===== config.mk =====
export PLATFORM = sky130hd
export DESIGN_NAME = rml_regs
export DESIGN_NICKNAME = d
export VERILOG_FILES = /design/src/design/rml_pkg.sv /design/src/design/rml_regs.sv /design/src/design/rml_tol_check.sv
export VERILOG_INCLUDE_DIRS = /design/src /design/src/design
export SDC_FILE = /design/constraint.sdc
export NUM_CORES = 2
export LEC_CHECK = 0
export BUFFER_PORTS_ARGS = -buffer_cell sky130_fd_sc_hd__buf_2
export CELL_PAD_IN_SITES_DETAIL_PLACEMENT = 0
export CELL_PAD_IN_SITES_GLOBAL_PLACEMENT = 1
export CORE_UTILIZATION = 55
export DETAILED_ROUTE_END_ITERATION = 12
export PLACE_DENSITY = 0.95
export SYNTH_ARGS = -nofsm -noshare
export SYNTH_HDL_FRONTEND = slang
export SYNTH_SLANG_ARGS = --single-unit

===== constraint.sdc =====
create_clock -name clk -period 18.25 [get_ports clk]
set_clock_uncertainty 0.05 [all_clocks]
set_input_delay 0 -clock clk [delete_from_list [all_inputs] [get_ports clk]]
set_output_delay 0 -clock clk [all_outputs]
set_load 0.01 [all_outputs]

===== src/design/rml_params.svh =====
// Constants for the reference monitor limit register bank
// Contract
// RULE1: Phase hold code is 8-bit log-scaled limit
// RULE2: Software keeps limit above half reference period
// RULE3: Typical codes 0x00, 0x20, 0x40, 0x9f
// RULE4: Bits 2:0 select coarse frequency tolerance
// RULE5: Coarse violation raises coarse failure indicator
// RULE6: Bits 6:4 select single cycle tolerance
// RULE7: Single cycle violation raises cycle failure indicator
// RULE8: Periods measured in 1.25 ns ticks
// RULE9: Software picks cycle tolerance the frequency allows
// RULE10: Software masks cycle indicator above 400 MHz
// RULE11: Inputs 0 and 1 phase codes at 0x47, 0x48
// RULE12: Input 1 tolerance register at 0x4c
// RULE13: Reserved bits 3 and 7 are functionally ignored
`ifndef RML_PARAMS_SVH
`define RML_PARAMS_SVH

// Register offsets
`define RML_OFS_INPUT_REFERENCE_0_PHASE 8'h47
`define RML_OFS_INPUT_REFERENCE_1_PHASE 8'h48
`define RML_OFS_INPUT_REFERENCE_2_PHASE 8'h49
`define RML_OFS_INPUT_REFERENCE_3_PHASE 8'h4a
`define RML_OFS_INPUT_REFERENCE_0_TOL 8'h4b
`define RML_OFS_INPUT_REFERENCE_1_TOL 8'h4c
`define RML_OFS_FAIL_STATUS 8'h50
`define RML_OFS_FAIL_MASK 8'h51
`define RML_OFS_FAIL_LIVE 8'h52

// Reset values
`define RML_RST_PHASE 8'h0a
`define RML_RST_TOL 8'h55
`define RML_RST_MASK 8'h00

// Field positions of a tolerance register
`define RML_COARSE_LSB 0
`define RML_CYCLE_LSB 4

// Failure bit positions in status, mask and live registers
`define RML_BIT_INPUT_REFERENCE_0_COARSE 0
`define RML_BIT_INPUT_REFERENCE_0_CYCLE 1
`define RML_BIT_INPUT_REFERENCE_1_COARSE 2
`define RML_BIT_INPUT_REFERENCE_1_CYCLE 3

// Measurement tick of the 800 MHz sampling clock
`define RML_SAMPLE_MHZ 800
`define RML_TICK_PS (1000000 / `RML_SAMPLE_MHZ)

// Tolerances in units of 0.1 percent, per select code
`define RML_TOL_0 10'h001
`define RML_TOL_1 10'h005
`define RML_TOL_2 10'h00a
`define RML_TOL_3 10'h014
`define RML_TOL_4 10'h032
`define RML_TOL_5 10'h064
`define RML_TOL_6 10'h0c8
`define RML_TOL_7 10'h1f4
// Full scale of the tolerance unit: 1000 parts
`define RML_TOL_SCALE 10'h3e8

`endif


===== src/design/rml_pkg.sv =====
// Types shared by the reference monitor limit register bank
package rml_pkg;

    // Select code of a tolerance field
    typedef logic [2:0] rml_tol_sel_type;

    // Period measurement from the 800 MHz sampling engine, in ticks
    typedef struct packed {
        logic cycValid;         // One single-cycle period sample
        logic [23:0] cycTicks;  // Period of that single cycle
        logic avgValid;         // One averaged period sample
        logic [23:0] avgTicks;  // Averaged period for the coarse check
    } rml_meas_type;

    // Register bus request
    typedef struct packed {
        logic wrStb;
        logic rdStb;
        logic [7:0] addr;
        logic [7:0] wrData;
    } rml_bus_req_type;

    // Configuration of one monitored input
    typedef struct packed {
        rml_tol_sel_type coarseSel;
        rml_tol_sel_type cycleSel;
    } rml_tol_cfg_type;

endpackage


===== src/design/rml_regs.sv =====
// Reference monitor limit registers with coarse and single cycle checks
`include "rml_params.svh"

// Software reaches the bank through a plain strobed port that never stalls.
// Phase hold codes are stored raw; the loop that consumes them applies the log scaling.
// Period measurements arrive from a sampler outside this block, already counted in ticks.
module rml_regs #(
    parameter int TICK_W = 24
) (
    // Clock and reset
    input wire logic clk,
    input wire logic rst_n,
    // Register port
    // Read data stand only in the cycle after the read strobe
    input wire logic [7:0] addr,
    input wire logic [7:0] wrData,
    input wire logic wrStb,
    input wire logic rdStb,
    output logic [7:0] rdData,
    // Nominal periods of inputs 0 and 1, in 1.25 ns ticks
    input wire logic [TICK_W-1:0] ref0NomTicks,
    input wire logic [TICK_W-1:0] ref1NomTicks,
    // Period measurements of inputs 0 and 1
    // Valid bits are one-cycle pulses on this clock, so no synchroniser
    input wire rml_pkg::rml_meas_type ref0Meas,
    input wire rml_pkg::rml_meas_type ref1Meas,
    // Phase hold codes toward the loop
    // Raw codes; the consumer turns them into a time limit
    output logic [7:0] input0_phase_hold_code,
    output logic [7:0] input1_phase_hold_code,
    output logic [7:0] input2_phase_hold_code,
    output logic [7:0] input3_phase_hold_code,
    // Tolerance selects toward the monitors
    output rml_pkg::rml_tol_sel_type input0_coarse_tol_sel,
    output rml_pkg::rml_tol_sel_type input0_cycle_tol_sel,
    output rml_pkg::rml_tol_sel_type input1_coarse_tol_sel,
    output rml_pkg::rml_tol_sel_type input1_cycle_tol_sel,
    // Failure indicators and interrupt
    // Verdicts hold until the next sample of the same kind
    output logic ref0CoarseFail,
    output logic ref0CycleFail,
    output logic ref1CoarseFail,
    output logic ref1CycleFail,
    output logic irq
);

    // Phase hold code registers, one per input
    logic [7:0] ref0Phase_q; // Input 0 code as stored
    logic [7:0] ref0Phase_d; // Input 0 code after this cycle's write
    logic [7:0] ref1Phase_q; // Input 1 code as stored
    logic [7:0] ref1Phase_d; // Input 1 code after this cycle's write
    logic [7:0] ref2Phase_q; // Input 2 code as stored
    logic [7:0] ref2Phase_d; // Input 2 code after this cycle's write
    logic [7:0] ref3Phase_q; // Input 3 code as stored
    logic [7:0] ref3Phase_d; // Input 3 code after this cycle's write
    // Tolerance registers; full byte kept so reserved bits read back
    logic [7:0] ref0Tol_q; // Input 0 selects as stored
    logic [7:0] ref0Tol_d; // Input 0 selects after this cycle's write
    logic [7:0] ref1Tol_q; // Input 1 selects as stored
    logic [7:0] ref1Tol_d; // Input 1 selects after this cycle's write
    // Failure state, one bit per check in status bit order
    logic [3:0] live_q; // Latest verdict per check
    logic [3:0] live_d; // Verdict after this cycle's samples
    logic [3:0] status_q; // Sticky failure events
    logic [3:0] status_d; // Events after clear and set
    logic [3:0] mask_q; // Interrupt enables
    logic [3:0] mask_d; // Enables after this cycle's write
    logic irq_q; // Registered interrupt level
    logic irq_d; // Interrupt level from next-state values
    // Read path
    logic [7:0] rdData_q; // Answer of the previous cycle's read
    logic [7:0] rdData_d; // Answer being formed this cycle
    // Decoded tolerance fields
    rml_pkg::rml_tol_cfg_type cfg0; // Input 0 coarse and cycle selects
    rml_pkg::rml_tol_cfg_type cfg1; // Input 1 coarse and cycle selects
    // Comparator verdicts, meaningful only beside a matching sample
    logic over0Coarse; // Input 0 averaged period out of range
    logic over0Cycle; // Input 0 single period out of range
    logic over1Coarse; // Input 1 averaged period out of range
    logic over1Cycle; // Input 1 single period out of range
    // One-cycle failure events
    logic [3:0] failEvent; // Set pulses toward the sticky status

    // Only bits 2:0 and 6:4 steer the monitors; bits 3 and 7 are stored but unused
    always_comb begin
        cfg0.coarseSel = ref0Tol_q[`RML_COARSE_LSB +: 3]; // RULE4 RULE13
        cfg0.cycleSel = ref0Tol_q[`RML_CYCLE_LSB +: 3];   // RULE6 RULE13
        // Input 1 shares the field layout of input 0
        cfg1.coarseSel = ref1Tol_q[`RML_COARSE_LSB +: 3]; // RULE12
        cfg1.cycleSel = ref1Tol_q[`RML_CYCLE_LSB +: 3];   // RULE12
    end

    // Coarse check of input 0 on the averaged period
    // Averaging keeps cycle jitter from tripping the coarse check
    rml_tol_check #(
        .W(TICK_W)
    ) u_chk0Coarse (
        .nomTicks(ref0NomTicks),
        .measTicks(ref0Meas.avgTicks),
        .sel(cfg0.coarseSel),
        .over(over0Coarse)
    );

    // Single cycle check of input 0; tick granularity limits tight tolerances
    // A 1.25 ns tick cannot resolve 0.1 percent of a short period
    rml_tol_check #(
        .W(TICK_W)
    ) u_chk0Cycle (
        .nomTicks(ref0NomTicks),
        .measTicks(ref0Meas.cycTicks),
        .sel(cfg0.cycleSel),
        .over(over0Cycle)
    );

    // Coarse check of input 1
    // Same comparator, fed with the averaged period of input 1
    rml_tol_check #(
        .W(TICK_W)
    ) u_chk1Coarse (
        .nomTicks(ref1NomTicks),
        .measTicks(ref1Meas.avgTicks),
        .sel(cfg1.coarseSel),
        .over(over1Coarse)
    );

    // Single cycle check of input 1
    // Software masks this one where the frequency makes it unusable
    rml_tol_check #(
        .W(TICK_W)
    ) u_chk1Cycle (
        .nomTicks(ref1NomTicks),
        .measTicks(ref1Meas.cycTicks),
        .sel(cfg1.cycleSel),
        .over(over1Cycle)
    );

    // Configuration register writes
    always_comb begin
        ref0Phase_d = ref0Phase_q;
        ref1Phase_d = ref1Phase_q;
        ref2Phase_d = ref2Phase_q;
        ref3Phase_d = ref3Phase_q;
        ref0Tol_d = ref0Tol_q;
        ref1Tol_d = ref1Tol_q;
        mask_d = mask_q;
        // Only a write strobe changes configuration
        if (wrStb) begin
            unique case (addr)
                // Codes are stored raw; the loop applies the log scaling
                `RML_OFS_INPUT_REFERENCE_0_PHASE: ref0Phase_d = wrData; // RULE11 RULE1
                `RML_OFS_INPUT_REFERENCE_1_PHASE: ref1Phase_d = wrData; // RULE11 RULE1
                `RML_OFS_INPUT_REFERENCE_2_PHASE: ref2Phase_d = wrData; // RULE1
                `RML_OFS_INPUT_REFERENCE_3_PHASE: ref3Phase_d = wrData; // RULE1
                // Tolerance bytes kept whole, reserved bits included
                `RML_OFS_INPUT_REFERENCE_0_TOL: ref0Tol_d = wrData;     // RULE4 RULE6
                `RML_OFS_INPUT_REFERENCE_1_TOL: ref1Tol_d = wrData;     // RULE12
                // Mask holds bits 3:0 only
                `RML_OFS_FAIL_MASK: mask_d = wrData[3:0];
                default: begin
                    // Writes elsewhere are dropped
                end
            endcase
        end
    end

    // Configuration registers
    always_ff @(posedge clk) begin
        if (!rst_n) begin
            // Defaults: phase codes 0x0a, selects 0x55, every interrupt masked
            ref0Phase_q <= `RML_RST_PHASE;
            ref1Phase_q <= `RML_RST_PHASE;
            ref2Phase_q <= `RML_RST_PHASE;
            ref3Phase_q <= `RML_RST_PHASE;
            ref0Tol_q <= `RML_RST_TOL;
            ref1Tol_q <= `RML_RST_TOL;
            mask_q <= 4'(`RML_RST_MASK);
        end else begin
            // Take this cycle's writes
            ref0Phase_q <= ref0Phase_d;
            ref1Phase_q <= ref1Phase_d;
            ref2Phase_q <= ref2Phase_d;
            ref3Phase_q <= ref3Phase_d;
            ref0Tol_q <= ref0Tol_d;
            ref1Tol_q <= ref1Tol_d;
            mask_q <= mask_d;
        end
    end

    // Verdicts update only on a fresh sample and hold until the next one
    always_comb begin
        live_d = live_q;
        failEvent = 4'h0;
        // A missing sample leaves the last verdict in place
        // Coarse check of input 0 on its averaged sample
        if (ref0Meas.avgValid) begin
            live_d[`RML_BIT_INPUT_REFERENCE_0_COARSE] = over0Coarse;             // RULE5
            failEvent[`RML_BIT_INPUT_REFERENCE_0_COARSE] = over0Coarse;          // RULE5
        end
        // Single cycle check of input 0, counted in 1.25 ns ticks
        if (ref0Meas.cycValid) begin
            live_d[`RML_BIT_INPUT_REFERENCE_0_CYCLE] = over0Cycle;               // RULE7 RULE8
            failEvent[`RML_BIT_INPUT_REFERENCE_0_CYCLE] = over0Cycle;            // RULE7
        end
        // Coarse check of input 1 on its averaged sample
        if (ref1Meas.avgValid) begin
            live_d[`RML_BIT_INPUT_REFERENCE_1_COARSE] = over1Coarse;             // RULE5
            failEvent[`RML_BIT_INPUT_REFERENCE_1_COARSE] = over1Coarse;          // RULE5
        end
        // Single cycle check of input 1, counted in 1.25 ns ticks
        if (ref1Meas.cycValid) begin
            live_d[`RML_BIT_INPUT_REFERENCE_1_CYCLE] = over1Cycle;               // RULE7 RULE8
            failEvent[`RML_BIT_INPUT_REFERENCE_1_CYCLE] = over1Cycle;            // RULE7
        end
    end

    // Sticky status: write one clears, a same-cycle event wins
    always_comb begin
        status_d = status_q;
        // Clear first, so that an event of the same cycle survives it
        if (wrStb && addr == `RML_OFS_FAIL_STATUS) begin
            status_d = status_q & ~wrData[3:0];
        end
        // Set from this cycle's failures
        status_d = status_d | failEvent;
        // Masking is how software silences unusable cycle checks
        irq_d = |(status_d & mask_d); // RULE10
    end

    // Live verdict register; a passing sample clears a bit again
    always_ff @(posedge clk) begin
        if (!rst_n) begin
            // Every check reads as passing after reset
            live_q <= 4'h0;
        end else begin
            live_q <= live_d;
        end
    end

    // Sticky status and interrupt registers
    always_ff @(posedge clk) begin
        if (!rst_n) begin
            // Nothing pending after reset
            status_q <= 4'h0;
            irq_q <= 1'b0;
        end else begin
            status_q <= status_d;
            irq_q <= irq_d;
        end
    end

    // Read mux; unmapped addresses return zero
    always_comb begin
        rdData_d = 8'h00;
        // Only a read strobe forms an answer; otherwise the bus idles at zero
        if (rdStb) begin
            unique case (addr)
                // Configuration registers read back whole
                `RML_OFS_INPUT_REFERENCE_0_PHASE: rdData_d = ref0Phase_q;
                `RML_OFS_INPUT_REFERENCE_1_PHASE: rdData_d = ref1Phase_q;
                `RML_OFS_INPUT_REFERENCE_2_PHASE: rdData_d = ref2Phase_q;
                `RML_OFS_INPUT_REFERENCE_3_PHASE: rdData_d = ref3Phase_q;
                `RML_OFS_INPUT_REFERENCE_0_TOL: rdData_d = ref0Tol_q;
                `RML_OFS_INPUT_REFERENCE_1_TOL: rdData_d = ref1Tol_q;
                // Failure registers pad bits 7:4 with zero
                `RML_OFS_FAIL_STATUS: rdData_d = {4'h0, status_q}; // RULE5
                `RML_OFS_FAIL_MASK: rdData_d = {4'h0, mask_q};
                `RML_OFS_FAIL_LIVE: rdData_d = {4'h0, live_q};
                // Unmapped addresses answer zero
                default: rdData_d = 8'h00;
            endcase
        end
    end

    // Read data register; holds zero outside the answer cycle
    always_ff @(posedge clk) begin
        if (!rst_n) begin
            // Bus idles at zero
            rdData_q <= 8'h00;
        end else begin
            rdData_q <= rdData_d;
        end
    end

    // Outputs straight from flip-flops
    // Read answer
    assign rdData = rdData_q;
    // Phase hold codes
    assign input0_phase_hold_code = ref0Phase_q;
    assign input1_phase_hold_code = ref1Phase_q;
    assign input2_phase_hold_code = ref2Phase_q;
    assign input3_phase_hold_code = ref3Phase_q;
    // Tolerance selects; reserved bits 3 and 7 go nowhere
    assign input0_coarse_tol_sel = ref0Tol_q[`RML_COARSE_LSB +: 3];
    assign input0_cycle_tol_sel = ref0Tol_q[`RML_CYCLE_LSB +: 3];
    assign input1_coarse_tol_sel = ref1Tol_q[`RML_COARSE_LSB +: 3];
    assign input1_cycle_tol_sel = ref1Tol_q[`RML_CYCLE_LSB +: 3];
    // Failure levels
    assign ref0CoarseFail = live_q[`RML_BIT_INPUT_REFERENCE_0_COARSE];
    assign ref0CycleFail = live_q[`RML_BIT_INPUT_REFERENCE_0_CYCLE];
    assign ref1CoarseFail = live_q[`RML_BIT_INPUT_REFERENCE_1_COARSE];
    assign ref1CycleFail = live_q[`RML_BIT_INPUT_REFERENCE_1_CYCLE];
    // Interrupt level
    assign irq = irq_q;

endmodule


===== src/design/rml_tol_check.sv =====
// Combinational tolerance comparison of a measured period
`include "rml_params.svh"

module rml_tol_check #(
    parameter int W = 24
) (
    // Periods in sampling ticks
    input wire logic [W-1:0] nomTicks,
    input wire logic [W-1:0] measTicks,
    // Tolerance select code
    input wire rml_pkg::rml_tol_sel_type sel,
    // Violation result
    output logic over
);

    logic [9:0] tolParts;     // Allowed deviation in 0.1 percent parts
    logic [W-1:0] absDiff;    // Distance of measurement from nominal
    logic [W+9:0] lhs;        // Deviation scaled to full scale
    logic [W+9:0] rhs;        // Nominal scaled by tolerance

    // Decode the select code into a tolerance
    always_comb begin
        unique case (sel)
            3'h0: tolParts = `RML_TOL_0;
            3'h1: tolParts = `RML_TOL_1;
            3'h2: tolParts = `RML_TOL_2;
            3'h3: tolParts = `RML_TOL_3;
            3'h4: tolParts = `RML_TOL_4;
            3'h5: tolParts = `RML_TOL_5;
            3'h6: tolParts = `RML_TOL_6;
            3'h7: tolParts = `RML_TOL_7;
        endcase
    end

    // Cross-multiply so no divider is needed
    always_comb begin
        absDiff = (measTicks > nomTicks) ? measTicks - nomTicks : nomTicks - measTicks;
        lhs = (W+10)'(absDiff) * (W+10)'(`RML_TOL_SCALE);
        rhs = (W+10)'(nomTicks) * (W+10)'(tolParts);
        over = lhs > rhs;
    end

endmodule


# [Word level (Yosys, flattened, before mapping)]
# Memories as Yosys holds them, arrays and structs flattened. A register that Yosys moved wholly into a read port is not among the register bits.
# Cells that the tools add are included.
[classes] add_sub_neg=8 multipliers=8 div_mod_pow=0 n_lt_le_gt_ge=8 eq_ne=9 shift=0 n_mux=20 n_bitwise=4 reduce_logical=9
[op_table] cell="subtractor 24 bit" n=8
[op_table] cell="greater-than comparator 34 bit" n=4
[op_table] cell="multiplier 24 x 10 -> 34 bit" n=4
[op_table] cell="multiplier 24 x 7 -> 31 bit (second input constant)" n=4
[op_table] cell="greater-than comparator 24 bit" n=4
[op_table] cell="two-way mux 24 bit" n=4
[op_table] cell="== test 8 x 7 -> 1 bit (second input constant)" n=9
[op_table] cell="one-hot mux 8 bit (9 select lines)" n=1
[op_table] cell="two-way mux 3 bit" n=8
[op_table] cell="AND reduction 2 bit" n=7
[op_table] cell="two-way mux 4 bit" n=3
[op_table] cell="AND 4 bit" n=2
[op_table] cell="two-way mux 1 bit" n=4
[op_table] cell="NOT 4 bit" n=1
[op_table] cell="bitwise OR 4 bit" n=1
[op_table] cell="OR reduction 4 bit" n=1
[op_table] cell="logical AND 1 bit" n=1
[totals] regBits=69 latchBits=0 ram_bits=0 mem_bits_ro=288 inputBits=168 elab_cells=84 n_memories=4
[memory_table] memory="(name not given)" words=8 word_bits=9 read_ports=1 rd_clocked_by_memory_dff=1 wr=0 line_no="rml_tol_check.sv:23" source="unique case (sel)"
[memory_table] memory="(name not given)" words=8 word_bits=9 read_ports=1 rd_clocked_by_memory_dff=1 wr=0 line_no="rml_tol_check.sv:23"
[memory_table] memory="(name not given)" words=8 word_bits=9 read_ports=1 rd_clocked_by_memory_dff=1 wr=0 line_no="rml_tol_check.sv:23"
[memory_table] memory="(name not given)" words=8 word_bits=9 read_ports=1 rd_clocked_by_memory_dff=1 wr=0 line_no="rml_tol_check.sv:23"

# [Depth between registers and ports, before layout]
[logic_depth] word_depth=8 mapped_depth=46

# [Cells and area by module]
# A second synthesis with hierarchy kept.
[unflattened] hier_cells=7329 area_unflattened_um2=61516.5
[by_module_without_submodules] mod="rml_tol_check (u_chk1Cycle)" n_inst=1 cells_each=1769 area_each_um2=14634.0
[by_module_without_submodules] mod="rml_tol_check (u_chk0Coarse)" n_inst=1 cells_each=1742 area_each_um2=14605.3
[by_module_without_submodules] mod="rml_tol_check (u_chk0Cycle)" n_inst=1 cells_each=1735 area_each_um2=14511.4
[by_module_without_submodules] mod="rml_tol_check (u_chk1Coarse)" n_inst=1 cells_each=1738 area_each_um2=14472.6
[by_module_without_submodules] mod="rml_regs" n_inst=1 cells_each=345 area_each_um2=3293.2

# [Least setup slack after synthesis]
# Ideal clock, no wire load.
[synth_timing] path_kind="input -> register" from="input ref0NomTicks[21]" to="register irq_q (netlist: irq)" setup_time_ps=82 t_arrival_ps=9350 required_time_ps=18118 slack_ps=8768 cell_stages=43 cell_sequence="clkbuf_1 -> clkbuf_1 -> inv_1 -> ha_1 -> buf_4 -> nand4_1 -> nor4_1 -> or4b_1 -> buf_2 -> o21ai_2 -> buf_6 -> mux2i_1 -> o21ai_0 -> a31o_2 -> a31oi_1 -> o21ai_0 -> xor2_1 -> fa_1 -> [... 7 more ...] -> a21o_1 -> nand2b_1 -> a311oi_1 -> o21ai_0 -> nand2_1 -> o2111ai_1 -> a31o_2 -> a21oi_1 -> xnor2_1 -> ha_1 -> nand4_1 -> or4_1 -> o211ai_1 -> a21oi_1 -> o211a_1 -> a2111oi_2 -> a21oi_1 -> o2111ai_1"
[synth_between] elab_chain_cells=8
[synth_lines] item="start: declaration" line_no="rml_regs.sv:21" source="input wire logic [TICK_W-1:0] ref0NomTicks,"
[synth_lines] item="subtractor 24 bit or greater-than comparator 24 bit (tied branches)" line_no="rml_tol_check.sv:37" source="absDiff = (measTicks > nomTicks) ? measTicks - nomTicks : nomTicks - measTicks;"
[synth_lines] item="two-way mux 24 bit" line_no="rml_tol_check.sv:37"
[synth_lines] item="multiplier 24 x 7 -> 31 bit" line_no="rml_tol_check.sv:38" source="lhs = (W+10)'(absDiff) * (W+10)'(`RML_TOL_SCALE);"
[synth_lines] item="greater-than comparator 34 bit" line_no="rml_tol_check.sv:40" source="over = lhs > rhs;"
[synth_lines] item="two-way mux 1 bit, on equally long branches" line_no="rml_regs.sv:195, rml_regs.sv:200"
[synth_lines] item="bitwise OR 4 bit (*)" line_no="rml_regs.sv:224" source="status_d = status_d | failEvent;"
[synth_lines] item="AND 4 bit (*)" line_no="rml_regs.sv:226" source="irq_d = |(status_d & mask_d);"
[synth_lines] item="OR reduction 4 bit (*)" line_no="rml_regs.sv:226"
[synth_lines] item="end signal: assignment" line_no="rml_regs.sv:247" source="irq_q <= irq_d;"
[synth_lines] item="end: declaration" line_no="rml_regs.sv:68" source="logic irq_q;"
# Mark *: on every way between the ends. The rest lies on a longest branch, timed or not.
# A chain may end at the register's enable or synchronous reset.

# [Final worst setup path]
[layout_timing] from="input ref1NomTicks[10]" to="register irq_q (netlist: irq)"
[layout_between] elab_chain_cells=8
[layout_lines] item="start: declaration" line_no="rml_regs.sv:22" source="input wire logic [TICK_W-1:0] ref1NomTicks,"
[layout_lines] item="subtractor 24 bit or greater-than comparator 24 bit (tied branches)" line_no="rml_tol_check.sv:37"
[layout_lines] item="two-way mux 24 bit" line_no="rml_tol_check.sv:37"
[layout_lines] item="multiplier 24 x 7 -> 31 bit" line_no="rml_tol_check.sv:38"
[layout_lines] item="greater-than comparator 34 bit" line_no="rml_tol_check.sv:40"
[layout_lines] item="two-way mux 1 bit, on equally long branches" line_no="rml_regs.sv:205, rml_regs.sv:210"
[layout_lines] item="bitwise OR 4 bit (*)" line_no="rml_regs.sv:224"
[layout_lines] item="AND 4 bit (*)" line_no="rml_regs.sv:226"
[layout_lines] item="OR reduction 4 bit (*)" line_no="rml_regs.sv:226"
# Marked as above.

==> results.sh <==
export IMPL_num_vias=49960
export IMPL_rsz0062_at_grt="no"
export IMPL_max_stage_delay_ns=0.65
export IMPL_cp_slowest_cell="a311oi_1"
export IMPL_clockRootBuffer="clkbuf_16"
export IMPL_maxSlewViolCount=0
export IMPL_grt_usage_pct=30.72
export IMPL_clk_pin_slew_worst_paths_ns=0.07
export IMPL_reg2reg_depth=28
export IMPL_grt_ovfl_total=0
export IMPL_avgSynthCellArea_um2=8.390
export IMPL_insertion_delay_ns=0.35
export IMPL_r2r_end="irq"
export IMPL_area_delta_synth_final_pct=4.066
export IMPL_r2r_slack_ns=8.41
export IMPL_hpwl_um=141100
export IMPL_final_common_cell="inv_1"
export IMPL_gp_congestion=0.9991
export IMPL_cts_buffers=9
export IMPL_num_rows=121
export IMPL_drive_gt1_share_pct=4.867
export IMPL_synth_async_reset_ratio_pct=0
export IMPL_worst_slew_pin_slew_ns=1.414
export IMPL_clk_path_buf_depth=2
export IMPL_grt_first_pass_wirelength_um=273700
export IMPL_nFillCells=9755
export IMPL_cp_required_ns=18.47
export IMPL_layout_common_cells="inv_1 (1,372), ha_1 (936), fa_1 (928), nand2_1 (591), and2_1 (567)"
export IMPL_yosysWarnings=0
export IMPL_synthesis_instances=7199
export IMPL_drtIter0Drc=4025
export IMPL_htree_levels=3
export IMPL_setup_tns_ns=0
export IMPL_startpoint_type="primary input"
export IMPL_whs_endpoint="live_q[2]"
export IMPL_netlist_area_mm2=0.06040
export IMPL_hold_class="in -> reg"
export IMPL_hold_ws_ns=0.08735
export IMPL_cp_end_kind="flip-flop"
export IMPL_multi_input_area_mm2=0.05214
export IMPL_die_h_um=333.4
export IMPL_cts_sinks=105
export IMPL_die_area_mm2=0.1111
export IMPL_wl_per_cell_um=19.55
export IMPL_synth_edf_count=0
export IMPL_drv_cap=0
export IMPL_ys_flop_type="dfxtp_1"
export IMPL_ant_nets=0
export IMPL_arrival_ns=11.52
export IMPL_cts_tree="done"
export IMPL_first_pass_iters=8
export IMPL_worst_hold_path_num_cells=3
export IMPL_finalHoldViolations=0
export IMPL_status="finished clean"
export IMPL_grt_pass1_vias=50900
export IMPL_critical_path_class="in -> reg"
export IMPL_ys_ff_latch=105
export IMPL_seq_area_mm2=0.002102
export IMPL_port_buffer_count=224
export IMPL_critPathMostFrequentCell="ha_1"
export IMPL_fin_crit_sh_pct=61.92
export IMPL_wirelength_um=169100
export IMPL_worst_hold_startpoint="ref1Meas[24]"
export IMPL_min_period_ns=11.30
export IMPL_r2r_start="u_chk1Coarse.tolParts[1]"
export IMPL_grt_max_degree=52
export IMPL_yosys_cell_types_count=101
export IMPL_antenna_found_initial=7
export IMPL_syn_nets=9231
export IMPL_yosysSeqAreaShare_pct=3.480
export IMPL_crit_start="ref1NomTicks[10]"
export IMPL_max_clock_freq_mhz=88.50
export IMPL_critical_path_max_fanout=25
export IMPL_final_nets=9260
export IMPL_core_mm2=0.1089
export IMPL_die_w_um=333.4
export IMPL_setup_viol=0
export IMPL_start_util_pct=55.49
export IMPL_io_pins=225
export IMPL_relSlewSlack_pct=3.299
export IMPL_viasPerCell=5.775
export IMPL_post_route_drc_count=0
## Yosys cell counts, types with 59 or more instances
library cell	instances	area, um^2
nand2_1	591	2218
fa_1	928	18580
a21oi_1	403	2017
xnor2_1	216	1892
nand3_1	120	600.6
nor3_1	79	395.4
a21o_1	176	1321
and2_1	567	3547
xor2_1	132	1156
o21ai_0	212	1061
nor2_1	291	1092
clkbuf_1	183	686.9
inv_1	1372	5150
dfxtp_1	105	2102
nand2b_1	66	412.9
ha_1	936	11710
nand4_1	59	369.1
## worst max-delay path by stage
| stage | endpoint | depth (start not counted) |
|---|---|---|
| finish | irq | 39 |
| global route | irq | 40 |
| CTS | irq | 40 |
| detailed placement | irq | 40 |
| global placement | irq | 38 |
| floorplan | irq | 43 |
## area by class of cell
cell class	instances	share of cell area, %
flip-flops and latches	105	3.344
inverters	1374	8.205
multi-input cells	5482	82.95
diodes	5	0.01991
clock buffers	10	0.3643
clock inverters	6	0.09355
repair buffers	256	2.206
well taps	1414	2.815
## state kept, by name (all words and copies together), names as in the netlist
signal                  count
u_chk0Coarse.tolParts       9
u_chk0Cycle.tolParts        9
u_chk1Coarse.tolParts       9
u_chk1Cycle.tolParts        9
input0_phase_hold_code      8
input1_phase_hold_code      8
input2_phase_hold_code      8
input3_phase_hold_code      8
rdData                      8
ref0Tol_q                   8
ref1Tol_q                   8
live_q                      4
mask_q                      4
status_q                    4
irq                         1
## layer usage
metal	wire length, um	GRT usage (%)	up-vias
li1	-	-	23180
met1	77690	45.57	24600
met2	73210	47.28	1954
met3	15020	4.931	228
met4	3167	5.755	6
met5	30	0	-
## worst max-delay path: cells and delay by family
| kind | cells | cell delay (ns) |
|---|---|---|
| AND/OR/NAND/NOR | 11 | 3.04 |
| AO/OA/AOI/OAI | 11 | 2.95 |
| adder cells (fa/ha/maj) | 8 | 3.17 |
| multiplexers | 1 | 0.59 |
| XOR/XNOR | 1 | 0.16 |
| buffers and inverters | 7 | 1.56 |
## per-stage QoR
step                std cells  utilization [%]  worst slack (ns)  cell area, um^2
global route             8648            57.74             6.033            62850
CTS                      8647            57.73             6.947            62850
detailed placement       8621            57.38             6.632            62460
floorplan                7199                -             8.768            60400
global placement         8621            57.38             6.799            62460
finish                   8652            57.75             6.950            62860
## what timing repair did
item	CTS	global route
hold buffers	10	0
gates resized for setup	0	0
endpoints found under the hold margin	38	0
setup buffers	0	0
## cell families after synthesis
kind of cell    synth area share [%]
simple gates                   16.24
flops                          3.480
compound gates                 13.02
buf+inv                        10.23
mux                            1.338
xor+xnor                       5.388
fa+ha+maj                      50.30
Power is not shown: default switching activity piles up to over one toggle a cycle in this logic, so the estimate is an artifact.
